===== src/logic/cpmu_consts.svh =====
`ifndef CPMU_CONSTS_SVH
`define CPMU_CONSTS_SVH
`define CPMU_ADDR_W        8
`define CPMU_OFF_REG_CTRL  8'h00
`define CPMU_OFF_IO_CTRL   8'h04
`define CPMU_OFF_OSC_CTRL  8'h08
`define CPMU_OFF_DUTY      8'h0C
`define CPMU_OFF_ISINK     8'h10
`define CPMU_OFF_STATUS    8'h14
`define CPMU_B_EN1         0
`define CPMU_B_EN2         1
`define CPMU_B_PG1         2
`define CPMU_B_PG2         3
`define CPMU_B_GPO_LVL     0
`define CPMU_B_GPO_OD      1
`define CPMU_B_GPIO_LVL    3
`define CPMU_B_GPIO_DIR    4
`define CPMU_B_GPIO_OD     5
`define CPMU_B_CLK_EN      2
`define CPMU_B_DIM_LO      4
`define CPMU_B_THERM       4
`define CPMU_IO_RST        6'h00
`define CPMU_DUTY_RST      10'h000
`define CPMU_ISINK_RST     8'h00
`define CPMU_STARTUP_CYC   131072
`define CPMU_DLY_W         18
`define CPMU_PRE_BASE      6'h04
`define CPMU_RESP_OKAY     2'h0
`define CPMU_RESP_SLVERR   2'h2
`endif


===== src/logic/cpmu_pkg.sv =====
`include "cpmu_consts.svh"
package cpmu_pkg;
  // Dimming generator states.
  typedef enum logic [1:0] {
    CPMU_PWM_IDLE = 2'b01,
    CPMU_PWM_RUN  = 2'b10
  } cpmu_pwm_e;

  // All state of the control block.
  typedef struct packed {
    logic                   en1;
    logic                   en2;
    logic [5:0]             io;
    logic [1:0]             oscillator_frequency_select;
    logic                   clk_en_bit;
    logic [1:0]             dim_freq;
    logic [9:0]             duty;
    logic [7:0]             isink;
    logic                   therm_flag;
    logic                   aw_got;
    logic [7:0]             aw_addr;
    logic                   w_got;
    logic [31:0]            w_data;
    logic [3:0]             w_strb;
    logic                   bvalid;
    logic [1:0]             bresp;
    logic                   rvalid;
    logic [31:0]            rdata;
    logic [1:0]             rresp;
    logic [`CPMU_DLY_W-1:0] dly_cnt;
    logic                   clk_ready;
    cpmu_pwm_e              pwm_st;
    logic [5:0]             pre_cnt;
    logic [7:0]             step;
    logic [1:0]             grp;
    logic                   gpo_o;
    logic                   gpo_oe;
    logic                   gpio_o;
    logic                   gpio_oe;
    logic                   reg1_en;
    logic                   reg2_en;
    logic                   dis1;
    logic                   dis2;
    logic                   osc_en;
    logic                   sclk_en;
    logic                   led_pwm;
    logic                   sink_en;
    logic [7:0]             sink_code;
  } cpmu_state_s;
endpackage : cpmu_pkg


===== src/logic/cpmu_top.sv =====
// Design decisions made here: the AXI4-Lite interface to the registers and the register offsets.
`timescale 1ns/1ps
`include "cpmu_consts.svh"
module cpmu_top
  import cpmu_pkg::*;
#(
  parameter int unsigned STARTUP_CYCLES = `CPMU_STARTUP_CYC
) (
  input  wire logic        aclk,                     // System clock, 200 MHz.
  input  wire logic        aresetn,                  // Sync reset, low during lockout.
  input  wire logic [7:0]  s_axi_awaddr,             // Write address.
  input  wire logic        s_axi_awvalid,            // Write address valid.
  output logic             s_axi_awready,            // Write address ready.
  input  wire logic [31:0] s_axi_wdata,              // Write data.
  input  wire logic [3:0]  s_axi_wstrb,              // Write byte strobes.
  input  wire logic        s_axi_wvalid,             // Write data valid.
  output logic             s_axi_wready,             // Write data ready.
  output logic [1:0]       s_axi_bresp,              // Write response.
  output logic             s_axi_bvalid,             // Write response valid.
  input  wire logic        s_axi_bready,             // Write response ready.
  input  wire logic [7:0]  s_axi_araddr,             // Read address.
  input  wire logic        s_axi_arvalid,            // Read address valid.
  output logic             s_axi_arready,            // Read address ready.
  output logic [31:0]      s_axi_rdata,              // Read data.
  output logic [1:0]       s_axi_rresp,              // Read response.
  output logic             s_axi_rvalid,             // Read data valid.
  input  wire logic        s_axi_rready,             // Read data ready.
  input  wire logic        thermal_event,            // Thermal shutdown, high active.
  input  wire logic        first_regulator_pg_in,    // First regulator comparator.
  input  wire logic        second_regulator_pg_in,   // Second regulator comparator.
  input  wire logic        privacy_led_enable_pin,   // Privacy LED enable pin.
  input  wire logic        osc_stable,               // Oscillator is stable.
  input  wire logic        osc_tick,                 // One pulse per oscillator cycle.
  input  wire logic        gpio_in,                  // General io pin level.
  output logic             gpio_out,                 // General io pin drive level.
  output logic             gpio_oe,                  // General io pin drive enable.
  output logic             general_output_pin_out,   // General output drive level.
  output logic             general_output_pin_oe,    // General output drive enable.
  output logic             first_regulator_en,       // First regulator enable.
  output logic             second_regulator_en,      // Second regulator enable.
  output logic             first_regulator_dis,      // First output discharge on.
  output logic             second_regulator_dis,     // Second output discharge on.
  output logic             osc_enable,               // Crystal oscillator run.
  output logic             sensor_clock_output_en,   // Sensor clock buffer enable.
  output logic             led_sink_en,              // LED current sink active.
  output logic [7:0]       led_sink_code,            // LED current setting applied.
  output logic             led_pwm                   // Dimming gate for the sink.
);

  cpmu_state_s s_reg;
  cpmu_state_s s_next;

  logic [31:0] wmask;
  logic        wr_fire;
  logic        rd_fire;
  logic        stat_pg1;
  logic        stat_pg2;
  logic        pwm_hi;
  logic        period_end;
  logic [5:0]  pre_term;
  logic [8:0]  thresh;

  // Merges the strobed byte lanes of a write into an old register value.
  function automatic logic [31:0] cpmu_merge(input logic [31:0] old_v,
                                              input logic [31:0] new_v,
                                              input logic [31:0] mask);
    cpmu_merge = (old_v & ~mask) | (new_v & mask);
  endfunction : cpmu_merge

  // Bus handshake signals come straight from the state.
  assign s_axi_awready = !s_reg.aw_got && !s_reg.bvalid;
  assign s_axi_wready  = !s_reg.w_got && !s_reg.bvalid;
  assign s_axi_bvalid  = s_reg.bvalid;
  assign s_axi_bresp   = s_reg.bresp;
  assign s_axi_arready = !s_reg.rvalid;
  assign s_axi_rvalid  = s_reg.rvalid;
  assign s_axi_rdata   = s_reg.rdata;
  assign s_axi_rresp   = s_reg.rresp;

  // Pin and control outputs, all taken from flip-flops.
  assign gpio_out               = s_reg.gpio_o;
  assign gpio_oe                = s_reg.gpio_oe;
  assign general_output_pin_out = s_reg.gpo_o;
  assign general_output_pin_oe  = s_reg.gpo_oe;
  assign first_regulator_en     = s_reg.reg1_en;
  assign second_regulator_en    = s_reg.reg2_en;
  assign first_regulator_dis    = s_reg.dis1;
  assign second_regulator_dis   = s_reg.dis2;
  assign osc_enable             = s_reg.osc_en;
  assign sensor_clock_output_en = s_reg.sclk_en;
  assign led_sink_en            = s_reg.sink_en;
  assign led_sink_code          = s_reg.sink_code;
  assign led_pwm                = s_reg.led_pwm;

  // Power-good reads high only for an enabled regulator in regulation.
  assign stat_pg1 = s_reg.reg1_en && first_regulator_pg_in;
  assign stat_pg2 = s_reg.reg2_en && second_regulator_pg_in;

  // Dimming period: 256 steps, each step 4, 8, 16 or 32 oscillator cycles.
  assign pre_term   = (`CPMU_PRE_BASE << s_reg.dim_freq) - 6'h01;
  assign period_end = osc_tick && s_reg.pre_cnt == pre_term && s_reg.step == 8'hFF;
  // Pulse width is the upper duty bits plus one step on dithered periods.
  assign thresh = {1'b0, s_reg.duty[9:2]}
                + {8'h00, (s_reg.grp < s_reg.duty[1:0])};
  assign pwm_hi = {1'b0, s_reg.step} < thresh;

  // Write and read strobes: both write halves held, or a read accepted.
  assign wr_fire = s_reg.aw_got && s_reg.w_got && !s_reg.bvalid;
  assign rd_fire = s_axi_arvalid && !s_reg.rvalid;
  assign wmask   = {{8{s_reg.w_strb[3]}}, {8{s_reg.w_strb[2]}},
                    {8{s_reg.w_strb[1]}}, {8{s_reg.w_strb[0]}}};

  // Next state of registers, bus slave, start-up counter and dimming.
  always_comb begin
    logic [31:0] tmp;
    tmp    = 32'h0000_0000;
    s_next = s_reg;

    // Capture write address and data in either order.
    if (s_axi_awvalid && s_axi_awready) begin
      s_next.aw_got  = 1'b1;
      s_next.aw_addr = s_axi_awaddr;
    end
    if (s_axi_wvalid && s_axi_wready) begin
      s_next.w_got  = 1'b1;
      s_next.w_data = s_axi_wdata;
      s_next.w_strb = s_axi_wstrb;
    end
    if (s_reg.bvalid && s_axi_bready) begin
      s_next.bvalid = 1'b0;
    end

    // Register write decode.
    if (wr_fire) begin
      s_next.aw_got = 1'b0;
      s_next.w_got  = 1'b0;
      s_next.bvalid = 1'b1;
      s_next.bresp  = `CPMU_RESP_OKAY;
      if (s_reg.aw_addr == `CPMU_OFF_REG_CTRL) begin
        tmp = cpmu_merge({30'h0, s_reg.en2, s_reg.en1}, s_reg.w_data, wmask);
        s_next.en1 = tmp[`CPMU_B_EN1];
        s_next.en2 = tmp[`CPMU_B_EN2];
      end else if (s_reg.aw_addr == `CPMU_OFF_IO_CTRL) begin
        tmp = cpmu_merge({26'h0, s_reg.io}, s_reg.w_data, wmask);
        s_next.io = {tmp[5:3], 1'b0, tmp[1:0]};
      end else if (s_reg.aw_addr == `CPMU_OFF_OSC_CTRL) begin
        tmp = cpmu_merge({26'h0, s_reg.dim_freq, 1'b0, s_reg.clk_en_bit, s_reg.oscillator_frequency_select},
                         s_reg.w_data, wmask);
        s_next.oscillator_frequency_select   = tmp[1:0];
        s_next.clk_en_bit = tmp[`CPMU_B_CLK_EN];
        s_next.dim_freq   = tmp[`CPMU_B_DIM_LO+1:`CPMU_B_DIM_LO];
      end else if (s_reg.aw_addr == `CPMU_OFF_DUTY) begin
        tmp = cpmu_merge({22'h0, s_reg.duty}, s_reg.w_data, wmask);
        s_next.duty = tmp[9:0];
      end else if (s_reg.aw_addr == `CPMU_OFF_ISINK) begin
        tmp = cpmu_merge({24'h0, s_reg.isink}, s_reg.w_data, wmask);
        s_next.isink = tmp[7:0];
      end else if (s_reg.aw_addr == `CPMU_OFF_STATUS) begin
        if (s_reg.w_strb[0] && s_reg.w_data[`CPMU_B_THERM]) begin
          s_next.therm_flag = 1'b0;
        end
      end else begin
        s_next.bresp = `CPMU_RESP_SLVERR;
      end
    end

    // Register read decode; unmapped words read zero with an error.
    if (s_reg.rvalid && s_axi_rready) begin
      s_next.rvalid = 1'b0;
    end
    if (rd_fire) begin
      s_next.rvalid = 1'b1;
      s_next.rresp  = `CPMU_RESP_OKAY;
      s_next.rdata  = 32'h0000_0000;
      if (s_axi_araddr == `CPMU_OFF_REG_CTRL) begin
        s_next.rdata[3:0] = {stat_pg2, stat_pg1, s_reg.en2, s_reg.en1};
      end else if (s_axi_araddr == `CPMU_OFF_IO_CTRL) begin
        s_next.rdata[5:0] = s_reg.io;
      end else if (s_axi_araddr == `CPMU_OFF_OSC_CTRL) begin
        s_next.rdata[5:0] = {s_reg.dim_freq, 1'b0, s_reg.clk_en_bit, s_reg.oscillator_frequency_select};
      end else if (s_axi_araddr == `CPMU_OFF_DUTY) begin
        s_next.rdata[9:0] = s_reg.duty;
      end else if (s_axi_araddr == `CPMU_OFF_ISINK) begin
        s_next.rdata[7:0] = s_reg.isink;
      end else if (s_axi_araddr == `CPMU_OFF_STATUS) begin
        s_next.rdata[4:0] = {s_reg.therm_flag, s_reg.pwm_st == CPMU_PWM_RUN,
                             s_reg.sclk_en, s_reg.clk_ready, s_reg.osc_en};
      end else begin
        s_next.rresp = `CPMU_RESP_SLVERR;
      end
    end

    // Thermal event overrides a same-cycle write to the enables or the flag; flag set wins.
    if (thermal_event) begin
      s_next.en1        = 1'b0;
      s_next.en2        = 1'b0;
      s_next.therm_flag = 1'b1;
    end

    // The io level bit is held low while its buffer has no supply.
    if (!s_next.en1) begin
      s_next.io[`CPMU_B_GPIO_LVL] = 1'b0;
    end

    // Start-up delay counts oscillator cycles once stable.
    if (!s_reg.clk_en_bit || !s_reg.osc_en || !osc_stable) begin
      s_next.dly_cnt   = '0;
      s_next.clk_ready = 1'b0;
    end else if (!s_reg.clk_ready && osc_tick) begin
      if (s_reg.dly_cnt == `CPMU_DLY_W'(STARTUP_CYCLES - 1)) begin
        s_next.clk_ready = 1'b1;
      end else begin
        s_next.dly_cnt = s_reg.dly_cnt + `CPMU_DLY_W'(1);
      end
    end

    // Dimming generator: starts at a period boundary, stops only at one.
    case (s_reg.pwm_st)
      CPMU_PWM_IDLE: begin
        s_next.pre_cnt = 6'h00;
        s_next.step    = 8'h00;
        s_next.grp     = 2'h0;
        if (privacy_led_enable_pin) begin
          s_next.pwm_st = CPMU_PWM_RUN;
        end
      end
      CPMU_PWM_RUN: begin
        if (osc_tick) begin
          if (s_reg.pre_cnt == pre_term) begin
            s_next.pre_cnt = 6'h00;
            s_next.step    = s_reg.step + 8'h01;
            if (s_reg.step == 8'hFF) begin
              s_next.grp = s_reg.grp + 2'h1;
            end
          end else begin
            s_next.pre_cnt = s_reg.pre_cnt + 6'h01;
          end
        end
        if (period_end && !privacy_led_enable_pin) begin
          s_next.pwm_st = CPMU_PWM_IDLE;
        end
      end
      default: begin
        s_next.pwm_st = CPMU_PWM_IDLE;
      end
    endcase

    // Registered pin and analog control outputs.
    s_next.reg1_en = s_reg.en1;
    s_next.reg2_en = s_reg.en2
                   || (s_reg.en1 && !s_reg.io[`CPMU_B_GPIO_DIR] && gpio_in);
    s_next.dis1    = !s_reg.en1;
    s_next.dis2    = !s_next.reg2_en;
    s_next.gpo_oe  = s_reg.en1
                   && (!s_reg.io[`CPMU_B_GPO_OD] || !s_reg.io[`CPMU_B_GPO_LVL]);
    s_next.gpo_o   = s_reg.en1 && !s_reg.io[`CPMU_B_GPO_OD]
                   && s_reg.io[`CPMU_B_GPO_LVL];
    s_next.gpio_oe = s_reg.en1 && s_reg.io[`CPMU_B_GPIO_DIR]
                   && (!s_reg.io[`CPMU_B_GPIO_OD] || !s_reg.io[`CPMU_B_GPIO_LVL]);
    s_next.gpio_o  = s_reg.en1 && s_reg.io[`CPMU_B_GPIO_DIR] && !s_reg.io[`CPMU_B_GPIO_OD]
                   && s_reg.io[`CPMU_B_GPIO_LVL];
    s_next.osc_en  = s_reg.clk_en_bit || privacy_led_enable_pin;
    s_next.sclk_en = s_reg.clk_en_bit && s_reg.clk_ready && s_reg.en1;
    s_next.sink_en = privacy_led_enable_pin;
    s_next.sink_code = privacy_led_enable_pin ? s_reg.isink : 8'h00;
    s_next.led_pwm = (s_reg.pwm_st == CPMU_PWM_RUN) && pwm_hi;
  end

  // State register; reset models undervoltage lockout.
  always_ff @(posedge aclk) begin
    if (!aresetn) begin
      s_reg            <= '0;
      s_reg.io         <= `CPMU_IO_RST;
      s_reg.duty       <= `CPMU_DUTY_RST;
      s_reg.isink      <= `CPMU_ISINK_RST;
      s_reg.pwm_st     <= CPMU_PWM_IDLE;
      s_reg.dis1       <= 1'b1;
      s_reg.dis2       <= 1'b1;
    end else begin
      s_reg <= s_next;
    end
  end
endmodule : cpmu_top


===== config.mk =====
export PLATFORM = sky130hd
export DESIGN_NAME = cpmu_top
export DESIGN_NICKNAME = d
export VERILOG_FILES = /design/src/logic/cpmu_pkg.sv /design/src/logic/cpmu_top.sv
export VERILOG_INCLUDE_DIRS = /design/src /design/src/logic
export SDC_FILE = /design/constraint.sdc
export NUM_CORES = 1
export LEC_CHECK = 0
export BUFFER_PORTS_ARGS = -buffer_cell sky130_fd_sc_hd__buf_2
export CAP_MARGIN = 5
export CORE_MARGIN = 5
export CORE_UTILIZATION = 40
export DETAILED_ROUTE_END_ITERATION = 12
export HOLD_SLACK_MARGIN = 0.05
export SLEW_MARGIN = 20
export SYNTH_ARGS = -nofsm -noshare
export SYNTH_HDL_FRONTEND = slang
export SYNTH_SLANG_ARGS = --single-unit
export TNS_END_PERCENT = 50

===== constraint.sdc =====
create_clock -name aclk -period 2.11 [get_ports aclk]
set_input_delay 0 -clock aclk [delete_from_list [all_inputs] [get_ports aclk]]
set_output_delay 0 -clock aclk [all_outputs]
set_load 0.02 [all_outputs]

# After elaboration in Yosys (flattened, before gate mapping)
# Cells that the tools add are included.
# totals
latchBits	0
mem_count	0
input_bits	66
regBits	126
output_inout_bits	61
romBits	0
ram_bits	0
# op_classes
multipliers	0
order_cmp	2
n_mux	51
div_mod_pow	0
n_bitwise	18
n_addsub	6
reduce_logical	75
n_eq_ne	25
shift	1
# op_table
cell	n
$mux 2	18
$mux 35	1
$mux 33	1
$eq 8x4->1 const B	4
$eq 8x5->1 const B	4
$pmux 16 s2	1
$mux 30	1
$mux 6	5
$logic_and 1x1->1	28
$mux 24	1
$and 10x10->10	2
$mux 10	2
$ne 2x2->1 const B	10
$mux 19	1
$add 18x1->18 const B	1
$eq 18x17->1 const B	1
$mux 9	2
$eq 8x3->1 const B	2
$logic_not 1->1	16
$logic_not 8->1	2
$mux 16	1
$mux 8	2
$mux 5	3
$reduce_and 2->1	7
33 further kinds	62

# Depth between registers and ports, before layout
# Gate-level depths: netlist (run 1).
# logic_depth
ltp_word	11
ltp_mapped	12
ltp_nobuf	12

# Least setup slack after synthesis (run 1)
# No wires, ideal clock.
# synth_timing
path_kind	reg-to-reg
start	register with a tool-made name
end	register s_reg (netlist bit led_pwm)
arrival_time_ns	2.083
stages_incl_launch_ff	13
path_buffers	0
setup_time_ns	0.095
setup_slack_ns	-0.069
t_required_ns	2.015
cell_sequence	dfxtp_1 -> inv_1 -> ha_1 -> a21oi_1 -> ha_1 -> ha_1 -> nand2_1 -> nor2_1 -> xnor2_1 -> ha_1 -> a21oi_1 -> o21ai_0 -> a221oi_1
# synth_lines
item	line_no	rtl
to (signal assigned)	cpmu_top.sv:280	s_reg <= s_next;
to (decl)	cpmu_top.sv:50	cpmu_state_s s_reg;

# Worst setup path in the final report (run 1)
# layout_timing
start	register s_reg[21] in the netlist's numbering
end	register s_reg (netlist bit led_pwm)
# layout_between
elab_chain_cells	4
# layout_rtl
item	line_no	rtl
$lt 2x2->1	cpmu_top.sv:104	+ {8'h00, (s_reg.grp < s_reg.duty[1:0])};
$add 8x1->9	cpmu_top.sv:104	
$lt 8x9->1	cpmu_top.sv:105	assign pwm_hi = {1'b0, s_reg.step} < thresh;
$logic_and 1x1->1	cpmu_top.sv:266	s_next.led_pwm = (s_reg.pwm_st == CPMU_PWM_RUN) && pwm_hi;
# Every way passes these cells.
# A chain may end at the register's enable or synchronous reset.

==> metrics.yaml, run 1 <==
global_route:
  use_met2: 0.281
  use_met1: 0.194
  grt_start_max_net_pins: 51
  grtUsageMet3: 0.0516
  overflow: 0
  grt_pass1_vias: 4846
  grt_pass1_wl_um: 23500
  antenna_found_initial: 0
  grt-busiest-layer: "met2"
  track_usage: 0.165
clock_tree:
  cts_sinks: 124
  clk_pin_slew_ns: 0.05
  cts_tree: "yes"
  clock_latency_ns: 0.41
  cts_buffers: 17
  cts-root-buf: "clkbuf_16"
  clockBufferDepth: 2
  htreeDepth: 4
timing:
  timing.final.crit_share: 1.09
  fin_tns_setup_ns: -0.186
  clock_skew_ns: 0.00712
  whs_ns: 0.0734
  hold_violations: 0
  rsz0062_at_grt: "yes"
  tightestPinTransition_ns: 0.663
  max_freq_mhz: 436
  min_period_ns: 2.30
  relSlewSlack: 0.554
  slew_viol_final: 0
  setup_viol: 1
  worst_slack_ns: -0.186
layout:
  layoutNonFillerInstCount: 952
  seq_area_mm2: 0.00248
  final_area_mm2: 0.00720
  area_delta_synth_final_pct: 22.4
  layout-drive-gt1-share: 0.191
  antenna_cells: 0
  nets: 834
  nFillCells: 1359
  fin_util: 0.497
  multi_input_area_mm2: 0.00306
detailed_routing:
  drc: 0
  first_pass_iters: 5
  routedWlPerCell_um: 14.9
  vias: 4803
  wl_um: 14200
  drtIter0Drc: 309
  ant_nets: 0
  viasPerCell: 5.05
power:
  power.share.clock: 0.492
  p_sw_mw: 1.27
  finalPower_mw: 5.47
  vdd.ir_drop.worst_v: 0.000576
  p_int_mw: 4.20
  pwr-share-comb: 0.065
  p_leak_nw: 2.96
  p_sw_frac: 0.231
  pwr-share-seq: 0.443
  power.density_mw_per_mm2: 760
logic_synthesis:
  synthesis.area_mm2: 0.00588
  synth_top_area_frac: 0.422
  synth_area_leader_cell: "dfxtp_1"
  seq_area_frac_synth: 0.422
  syn_inst: 661
  ys.flop_type: "dfxtp_1"
  netlist_top_cells_area: "dfxtp_1 42%, mux2i_1 6.5%, buf_4 5.7%, nand2_1 5.7%, nor2b_1 3.7%"
  synthDistinctLibCells: 54
  ys_ff_latch: 124
  yosys_warnings: 0
  synth.avg_cell_area_um2: 8.89
  ys_async_sr_fraction: 0
  synth_edf_count: 0
  ys_top_cells_by_count: "124 x dfxtp_1, 89 x nand2_1, 45 x buf_4"
  synth.most_common_cell: "dfxtp_1"
floorplanning:
  fp.dieW_um: 131
  core_mm2: 0.0145
  initial_utilization: 0.406
  io_pins: 127
  dieArea_mm2: 0.0172
  dieHeight_um: 131
  rows: 44
placement:
  place_inst: 888
  pre_cts_ws_ns: -0.277
  post_dp_cell_area_mm2: 0.00625
  port_buffers: 78
  dp_hpwl_um: 10300
  globalplace.congestion: 0.806
setup_path:
  r2r_start: "s_reg[21]"
  reg2reg_slack_ns: -0.19
  cp_max_fo: 3
  crit_path_start: "s_reg[21]"
  worstSetupStartpointType: "flip-flop"
  critPathCapture: "led_pwm"
  arrival_ns: 2.62
  crit_type: "reg2reg"
  r2r-end: "led_pwm"
  crit_path_end_kind: "flip-flop"
  worstPathRequired_ns: 2.44
  r2r_cells: 11
flow_run:
  maxCapViolCount: 0
min_path:
  hold_path.class: "in2reg"
outcome:
  status: "finished with violations"
  violations: "setup timing"
-- cell families after synthesis --
group | Yosys count | share of synthesized area
simple gates | 264 | 0.229
flops | 124 | 0.422
compound gates | 102 | 0.115
buf+inv | 85 | 0.0847
mux | 41 | 0.0743
xor+xnor | 31 | 0.0462
fa+ha+maj | 13 | 0.0277
other cells | 1 | 0.000638
-- power groups by stage --
stage	Clock [mW]	Combinational, mW	Sequential, mW
floorplan	0	0.252	2.47
global placement	0	0.304	2.47
detailed placement	0	0.310	2.48
CTS	2.76	0.354	2.43
global route	2.86	0.393	2.43
finish	2.69	0.355	2.43
-- final cells by class --
type,instances,area share
sequential,124,0.345
timing repair buffer,124,0.114
tap,184,0.0320
multi-input combinational,475,0.425
clock buffer,22,0.0645
clock inverter,10,0.0125
inverter,13,0.00678
-- metal layers --
layer	share of wire	routed length [um]
met2	0.48	6820
met3	0.050	705
met5	0	0
met1	0.44	6250
met4	0.028	391
-- layout by cell type, fill, tap and decap left out, types with 5 or more instances in the layout --
cell           synthesis  final
mux2i_1               38     38
inv_1                 13     12
o21ai_0               18     17
xor2_1                13     13
buf_2                  2     78
a21oi_1               19     17
nor2_1                42     40
ha_1                  13     10
nand4_1                9      9
dlygate4sd3_1          0     31
o211ai_1               5      5
xnor2_1               18     17
conb_1                 1     24
buf_4                 45     14
dfxtp_1              124    122
nand3_1               19     18
a211oi_1               9      9
clkbuf_16              0     17
nand2_1               89     87
nand2b_1               6      6
a21boi_0              26     26
nor2b_1               35     35
and3_1                18     18
a31oi_1                6      6
and2_1                 7      7
nor3_1                 9      9
-- critical path, stage by stage (launching register included) --
cell and delay [ns]:
dfxtp_2 0.34, ha_4 0.24, a21oi_2 0.13, ha_2 0.23
ha_4 0.15, xnor2_1 0.11, ha_1 0.27, a21oi_1 0.15
o21ai_0 0.12, a21oi_1 0.17, o21ai_1 0.09, a221oi_2 0.20
-- worst min-delay path by stage --
stage / from / cells after the start / slack [ns] / to
floorplan: s_axi_arvalid / 1 / 0.14 / s_axi_rvalid
global placement: s_axi_arvalid / 2 / 0.25 / s_axi_rvalid
detailed placement: s_axi_arvalid / 2 / 0.26 / s_axi_rvalid
CTS: s_axi_awvalid / 4 / 0.06 / s_reg[135]
global route: s_axi_araddr[1] / 4 / 0.11 / s_axi_rresp[1]
finish: s_axi_awvalid / 4 / 0.07 / s_reg[135]
-- what timing repair did --
item	4_1_cts	5_1_grt
gates cloned	0	0
setup endpoints to repair	1	3
pin swaps	11	7
buffers inserted	2	0
endpoints found under the hold margin	44	0
gates resized for setup	12	7
hold buffers	31	0
No activity file was read; power rests on OpenSTA's default activity.
==> inputs of run 2 (changes only) <==
--- a/config.mk
+++ b/config.mk
@@ -6,11 +6,11 @@
 export SDC_FILE = /design/constraint.sdc
 export NUM_CORES = 1
 export LEC_CHECK = 0
-export BUFFER_PORTS_ARGS = -buffer_cell sky130_fd_sc_hd__buf_2
 export CAP_MARGIN = 5
 export CORE_MARGIN = 5
 export CORE_UTILIZATION = 40
 export DETAILED_ROUTE_END_ITERATION = 12
+export DONT_BUFFER_PORTS = 1
 export HOLD_SLACK_MARGIN = 0.05
 export SLEW_MARGIN = 20
 export SYNTH_ARGS = -nofsm -noshare
==> run 2 against run 1 <==
  * Worst setup slack better by 0.092 ns
  * Largest power group unchanged
  * Design area down 0.71%
  * First-iteration DRC count up 10%
  * Clock power up 4%
  * The flow still finishes with violations (setup timing)
  * Clock skew up 0.00077 ns
  * Clock-buffer cell count down 1
  * Total power up 2.3%
  * Routed wire length up 0.77%
  * Critical endpoint unchanged
==> metrics.yaml, run 2 (same netlist as run 1, synthesis figures left out) <==
outcome:
  status: "finished with violations"  # unchanged
  violations: "setup timing"  # unchanged
layout:
  area_delta_synth_final_pct: 21.5  # was 22.4%
  final_common_cell: "dfxtp_1"  # unchanged
  nets: 785  # was 834
  antenna_cells: 0  # unchanged
  fin_util: 0.493  # was 0.497
  final_area_mm2: 0.00714  # was 0.00720 mm2
  nFillCells: 1358  # was 1,359
  seq_area_mm2: 0.00248  # unchanged
  most-common-layout-cells: "122 x dfxtp_1, 86 x nand2_1, 55 x dlygate4sd3_1"  # was 122 x dfxtp_1, 87 x nand2_1, 78 x buf_2
  multi_input_area_mm2: 0.00307  # was 0.00306 mm2
  layout-drive-gt1-share: 0.100  # was 0.191
  layoutNonFillerInstCount: 903  # was 952
detailed_routing:
  ant_nets: 0  # unchanged
  drc: 0  # unchanged
  vias: 4676  # was 4,803
  drtIter0Drc: 341  # was 309
  viasPerCell: 5.18  # was 5.05
  first_pass_iters: 4  # was 5
  routedWlPerCell_um: 15.8  # was 14.9 um
  wl_um: 14300  # was 14,200 um
setup_path:
  worstPathRequired_ns: 2.42  # was 2.44 ns
  crit_type: "reg2reg"  # unchanged
  cp_slowest_cell: "dfxtp_2"  # unchanged
  reg2reg_slack_ns: -0.09  # was -0.19 ns
  path_cells: "inv_2 > ha_4 > a21oi_4 > ha_4 > nand2_2 > nor2_4 > xnor2_1 > ha_1 > a21o_1 > a21oi_2 > o21ai_1 > a221oi_1"  # was ha_4 > a21oi_2 > ha_2 > ha_4 > xnor2_1 > ha_1 > a21oi_1 > o21ai_0 > a21oi_1 > o21ai_1 > a221oi_2
  r2r_cells: 12  # was 11
  crit_path_end_kind: "flip-flop"  # unchanged
  critPathMostFrequentCell: "ha_4"
  max_stage_delay_ns: 0.33  # was 0.34 ns
  worstSetupStartpointType: "flip-flop"  # unchanged
  arrival_ns: 2.52  # was 2.62 ns
  r2r-end: "led_pwm"  # unchanged
  cp_max_fo: 3  # unchanged
min_path:
  min_from: "s_axi_araddr[6]"  # was s_axi_awvalid
  hold_depth: 3  # was 4
  hold_path.class: "in2reg"  # unchanged
  whs_endpoint: "s_axi_rdata[1]"  # was s_reg[135]
placement:
  globalplace.congestion: 0.792  # was 0.806
  place_inst: 811  # was 888
  post_dp_cell_area_mm2: 0.00587  # was 0.00625 mm2
  port_buffers: 0  # was 78
  dp_hpwl_um: 10100  # was 10,300 um
global_route:
  grt_pass1_wl_um: 23200  # was 23,500 um
  grt_pass1_vias: 4562  # was 4,846
  overflow: 0  # unchanged
  track_usage: 0.164  # was 0.165
  grt_start_max_net_pins: 82  # was 51
  antenna_found_initial: 0  # unchanged
floorplanning:
  core_mm2: 0.0145  # unchanged
  rows: 44  # unchanged
  io_pins: 127  # unchanged
  dieArea_mm2: 0.0172  # unchanged
  initial_utilization: 0.406  # unchanged
  fp.dieW_um: 131  # unchanged
  dieHeight_um: 131  # unchanged
clock_tree:
  cts_sinks: 124  # unchanged
  clockBufferDepth: 2  # unchanged
  cts-root-buf: "clkbuf_16"  # unchanged
  htreeDepth: 4  # unchanged
  clk_pin_slew_ns: 0.05  # about the same
  clock_latency_ns: 0.41  # about the same
  cts_buffers: 17  # unchanged
  cts_tree: "yes"  # unchanged
power:
  power.density_mw_per_mm2: 783  # was 760 mW/mm2
  p_int_mw: 4.33  # was 4.20 mW
  pwr-share-seq: 0.435  # was 0.443
  p_leak_nw: 2.77  # was 2.96 nW
  p_sw_mw: 1.27  # about the same
  power.share.clock: 0.501  # was 0.492
  pwr-share-comb: 0.063  # was 0.065
  vdd.ir_drop.worst_v: 0.000596  # was 0.000576 V
  p_sw_frac: 0.226  # was 0.231
timing:
  setup_viol: 1  # unchanged
  timing.final.crit_share: 1.04  # was 1.09
  min_period_ns: 2.20  # was 2.30 ns
  relSlewSlack: 0.621  # was 0.554
  tightestPinTransition_ns: 0.568  # was 0.663 ns
  slew_viol_final: 0  # unchanged
  whs_ns: 0.0864  # was 0.0734 ns
  max_freq_mhz: 454  # was 436 MHz
  worst_slack_ns: -0.0940  # was -0.186 ns
  rsz0062_at_grt: "yes"  # unchanged
  hold_violations: 0  # unchanged
  clock_skew_ns: 0.00790  # was 0.00712 ns
flow_run:
  maxCapViolCount: 0  # unchanged
run 2: cell types whose count changed in the layout (fill, tap and decap cells not counted), sizes merged:
| cell | previous run | this run |
|---|---|---|
| inv | 15 | 13 |
| clkbuf | 22 | 21 |
| clkinv | 4 | 5 |
| buf | 93 | 18 |
| dlygate4sd3 | 31 | 55 |
| clkinvlp | 3 | 4 |
| dlymetal6s4s | 0 | 2 |
| bufinv | 1 | 2 |
run 2: final cells by class:
type	instances	area share
clock buffers	21	0.0644
clock inverters	11	0.0166
inverters	13	0.00683
multi-input cells	475	0.430
flip-flops and latches	124	0.348
well taps	184	0.0322
repair buffers	75	0.102
run 2: metal layers:
| metal | share of wire | GRT usage |
|---|---|---|
| met1 | 0.44 | 0.205 |
| met5 | 0 | 0 |
| met4 | 0.030 | 0.0762 |
| met3 | 0.048 | 0.0382 |
| met2 | 0.48 | 0.269 |
run 2: what timing repair did:
action / 4_1_cts / 5_1_grt
hold buffers: 57 / 1
endpoints found under the setup margin: 1 / 11
pin swaps: 8 / 7
setup buffers: 0 / 2
resized for setup: 10 / 13
hold endpoints to repair: 123 / 6
run 2: critical path: cells and delay by family, from the launching register on:
kind                       cells  cell delay [ns]
AOI/OAI and AO/OA              5             0.76
xor gates and xnor gates       1             0.13
adders and majority gates      3             0.66
buffers and inverters          1             0.04
DFF                            1             0.33
and+or+nand+nor                2             0.19
run 2: stage by stage:
stage	power (mW)	setup slack (ns)	TNS, ns
2_1_floorplan	2.72	-0.0580	-0.0580
3_3_place_gp	2.70	-0.165	-0.165
3_5_place_dp	2.70	-0.286	-0.286
4_1_cts	5.64	-0.151	-0.151
5_1_grt	5.80	-0.184	-0.184
6_report	5.60	-0.0940	-0.0940
run 2: how the worst max path moves through the flow:
stage | to | from | cells after the start
floorplan | led_pwm | flip-flop | 12
global placement | led_pwm | flip-flop | 12
detailed placement | led_pwm | flip-flop | 12
CTS | led_pwm | flip-flop | 12
global route | led_pwm | flip-flop | 12
finish | led_pwm | flip-flop | 12
run 2: power by group through the flow:
stage | logic, mW | registers (mW) | clock network, mW
floorplan | 0.252 | 2.47 | 0
global placement | 0.212 | 2.48 | 0
detailed placement | 0.218 | 2.49 | 0
CTS | 0.346 | 2.44 | 2.86
global route | 0.389 | 2.44 | 2.97
finish | 0.355 | 2.44 | 2.81
==> inputs of run 3 (changes only) <==
--- a/config.mk
+++ b/config.mk
@@ -8,10 +8,11 @@
 export LEC_CHECK = 0
 export CAP_MARGIN = 5
 export CORE_MARGIN = 5
-export CORE_UTILIZATION = 40
+export CORE_UTILIZATION = 57
 export DETAILED_ROUTE_END_ITERATION = 12
 export DONT_BUFFER_PORTS = 1
 export HOLD_SLACK_MARGIN = 0.05
+export PLACE_DENSITY = 0.75
 export SLEW_MARGIN = 20
 export SYNTH_ARGS = -nofsm -noshare
 export SYNTH_HDL_FRONTEND = slang
==> run 3 against run 2 <==
  * The flow still finishes with violations (setup timing)
  * Cell count decreased by 4.7%
  * Die area decreased by 28%
  * Combinational power increased by 5%
  * Critical endpoint unchanged
  * Largest power group unchanged
==> metrics.yaml, run 3 (same netlist as run 1, synthesis figures left out) <==
setup_path:
  worstPathRequired_ns: 2.54  # was 2.42 ns
  crit_path_end_kind: "flip-flop"  # unchanged
  reg2reg_slack_ns: -0.13  # was -0.09 ns
  crit_type: "reg2reg"  # unchanged
  cp_max_fo: 3  # unchanged
  max_stage_delay_ns: 0.34  # was 0.33 ns
  cp_slowest_cell: "dfxtp_2"  # unchanged
  path_cells: "inv_2 > ha_4 > a21oi_2 > ha_2 > nand2_2 > nor2_4 > buf_4 > nand3_1 > xor2_1 > ha_1 > and2_0 > a221oi_1"  # was inv_2 > ha_4 > a21oi_4 > ha_4 > nand2_2 > nor2_4 > xnor2_1 > ha_1 > a21o_1 > a21oi_2 > o21ai_1 > a221oi_1
  arrival_ns: 2.67  # was 2.52 ns
  worstSetupStartpointType: "flip-flop"  # unchanged
clock_tree:
  cts_buffers: 17  # unchanged
  cts_sinks: 124  # unchanged
  htreeDepth: 4  # unchanged
  clock_latency_ns: 0.53  # was 0.41 ns
  clockBufferDepth: 2  # unchanged
  cts_setup_buffers: 0  # unchanged
  clk_pin_slew_ns: 0.06  # was 0.05 ns
  cts_tree: "yes"  # unchanged
  cts-root-buf: "clkbuf_8"  # was clkbuf_16
power:
  p_int_mw: 4.34  # was 4.33 mW
  vdd.ir_drop.worst_v: 0.000709  # was 0.000596 V
  p_leak_nw: 2.78  # was 2.77 nW
  pwr-share-comb: 0.066  # was 0.063
  power.share.clock: 0.504  # was 0.501
  power.density_mw_per_mm2: 791  # was 783 mW/mm2
  p_sw_frac: 0.234  # was 0.226
  p_sw_mw: 1.33  # was 1.27 mW
  pwr-share-seq: 0.430  # was 0.435
floorplanning:
  dieHeight_um: 112  # was 131 um
  core_mm2: 0.0102  # was 0.0145 mm2
  dieArea_mm2: 0.0124  # was 0.0172 mm2
  initial_utilization: 0.577  # was 0.406
  fp.dieW_um: 112  # was 131 um
  rows: 37  # was 44
  io_pins: 127  # unchanged
placement:
  dp_hpwl_um: 9140  # was 10,100 um
  pre_cts_ws_ns: -0.278  # was -0.286 ns
  port_buffers: 0  # unchanged
  globalplace.congestion: 0.806  # was 0.792
  post_dp_cell_area_mm2: 0.00578  # was 0.00587 mm2
detailed_routing:
  routedWlPerCell_um: 16.6  # was 15.8 um
  wl_um: 14300  # about the same
  drtIter0Drc: 287  # was 341
  drc: 0  # unchanged
  ant_nets: 0  # unchanged
  vias: 4754  # was 4,676
  first_pass_iters: 6  # was 4
  viasPerCell: 5.52  # was 5.18
timing:
  min_period_ns: 2.24  # was 2.20 ns
  worst_slack_ns: -0.128  # was -0.0940 ns
  timing.final.crit_share: 1.06  # was 1.04
  hold_violations: 0  # unchanged
  setup_viol: 1  # unchanged
  clock_skew_ns: 0.00729  # was 0.00790 ns
  tightestPinTransition_ns: 0.576  # was 0.568 ns
  rsz0062_at_grt: "yes"  # unchanged
  slew_viol_final: 0  # unchanged
  max_freq_mhz: 447  # was 454 MHz
  relSlewSlack: 0.616  # was 0.621
layout:
  nets: 791  # was 785
  layout-drive-gt1-share: 0.101  # was 0.100
  area_delta_synth_final_pct: 22.0  # was 21.5%
  final_common_cell: "dfxtp_1"  # unchanged
  seq_area_mm2: 0.00249  # was 0.00248 mm2
  nFillCells: 716  # was 1,358
  antenna_cells: 0  # unchanged
  final_area_mm2: 0.00717  # was 0.00714 mm2
  multi_input_area_mm2: 0.00307  # about the same
  most-common-layout-cells: "121 x dfxtp_1, 88 x nand2_1, 65 x dlygate4sd3_1"  # was 122 x dfxtp_1, 86 x nand2_1, 55 x dlygate4sd3_1
global_route:
  antenna_found_initial: 0  # unchanged
  grt_pass1_vias: 4684  # was 4,562
  grt_pass1_wl_um: 22800  # was 23,200 um
  grt_start_max_net_pins: 82  # unchanged
  track_usage: 0.228  # was 0.164
  overflow: 0  # unchanged
outcome:
  status: "finished with violations"  # unchanged
  violations: "setup timing"  # unchanged
flow_run:
  maxCapViolCount: 0  # unchanged
min_path:
  hold_path.class: "in2reg"  # unchanged
run 3: area by class of cell:
| type | count | share of cell area |
|---|---|---|
| flip-flops and latches | 124 | 0.347 |
| repair buffers | 81 | 0.112 |
| multi-input cells | 475 | 0.428 |
| clock buffers | 18 | 0.0582 |
| well taps | 136 | 0.0237 |
| inverters | 13 | 0.00680 |
| clock inverters | 14 | 0.0241 |
run 3: path summary, 6_finish.rpt:
path         startpoint    endpoint  cells after the start
min             aresetn  osc_enable                      2
max           flip-flop     led_pwm                     12
min reg2reg  s_reg[107]  s_reg[107]                      2
max reg2reg   flip-flop     led_pwm                     12
run 3: metal layers:
layer  up-vias  global-route usage  share of wire
li1       2317                   -              -
met1      2251               0.266           0.41
met2       160               0.389           0.50
met3        26              0.0745          0.070
met4         0              0.0868          0.018
met5         -                   0              0
run 3: power by group through the flow:
stage	clock network [mW]	registers (mW)	logic (mW)
floorplan	0	2.47	0.252
global placement	0	2.48	0.206
detailed placement	0	2.49	0.212
CTS	2.90	2.43	0.350
global route	3.01	2.44	0.401
finish	2.86	2.44	0.372
run 3: metrics by stage:
step,total power [mW],utilization,hold WS (ns),std cells,TNS [ns]
after CTS,5.68,0.700,0.122,861,-0.253
after floorplan,2.72,-,0.138,684,-0.0580
final,5.67,0.704,0.146,861,-0.128
after global placement,2.69,0.568,0.119,760,-0.149
after detailed placement,2.70,0.568,0.118,760,-0.278
after global routing,5.86,0.704,0.146,861,-0.361
run 3: critical path: cells and delay by family, from the launching register on:
family	cells	cell delay, ns
AOI/OAI and AO/OA	2	0.35
xor gates and xnor gates	1	0.17
adders and majority gates	3	0.70
buffers and inverters	2	0.16
DFF	1	0.34
and+or+nand+nor	4	0.43
run 3: timing repair:
action / CTS / global route
pin swaps: 9 / 7
setup endpoints to repair: 1 / 22
hold buffers: 69 / 0
gates resized for setup: 12 / 17
gates cloned: 0 / 0
endpoints found under the hold margin: 124 / 0
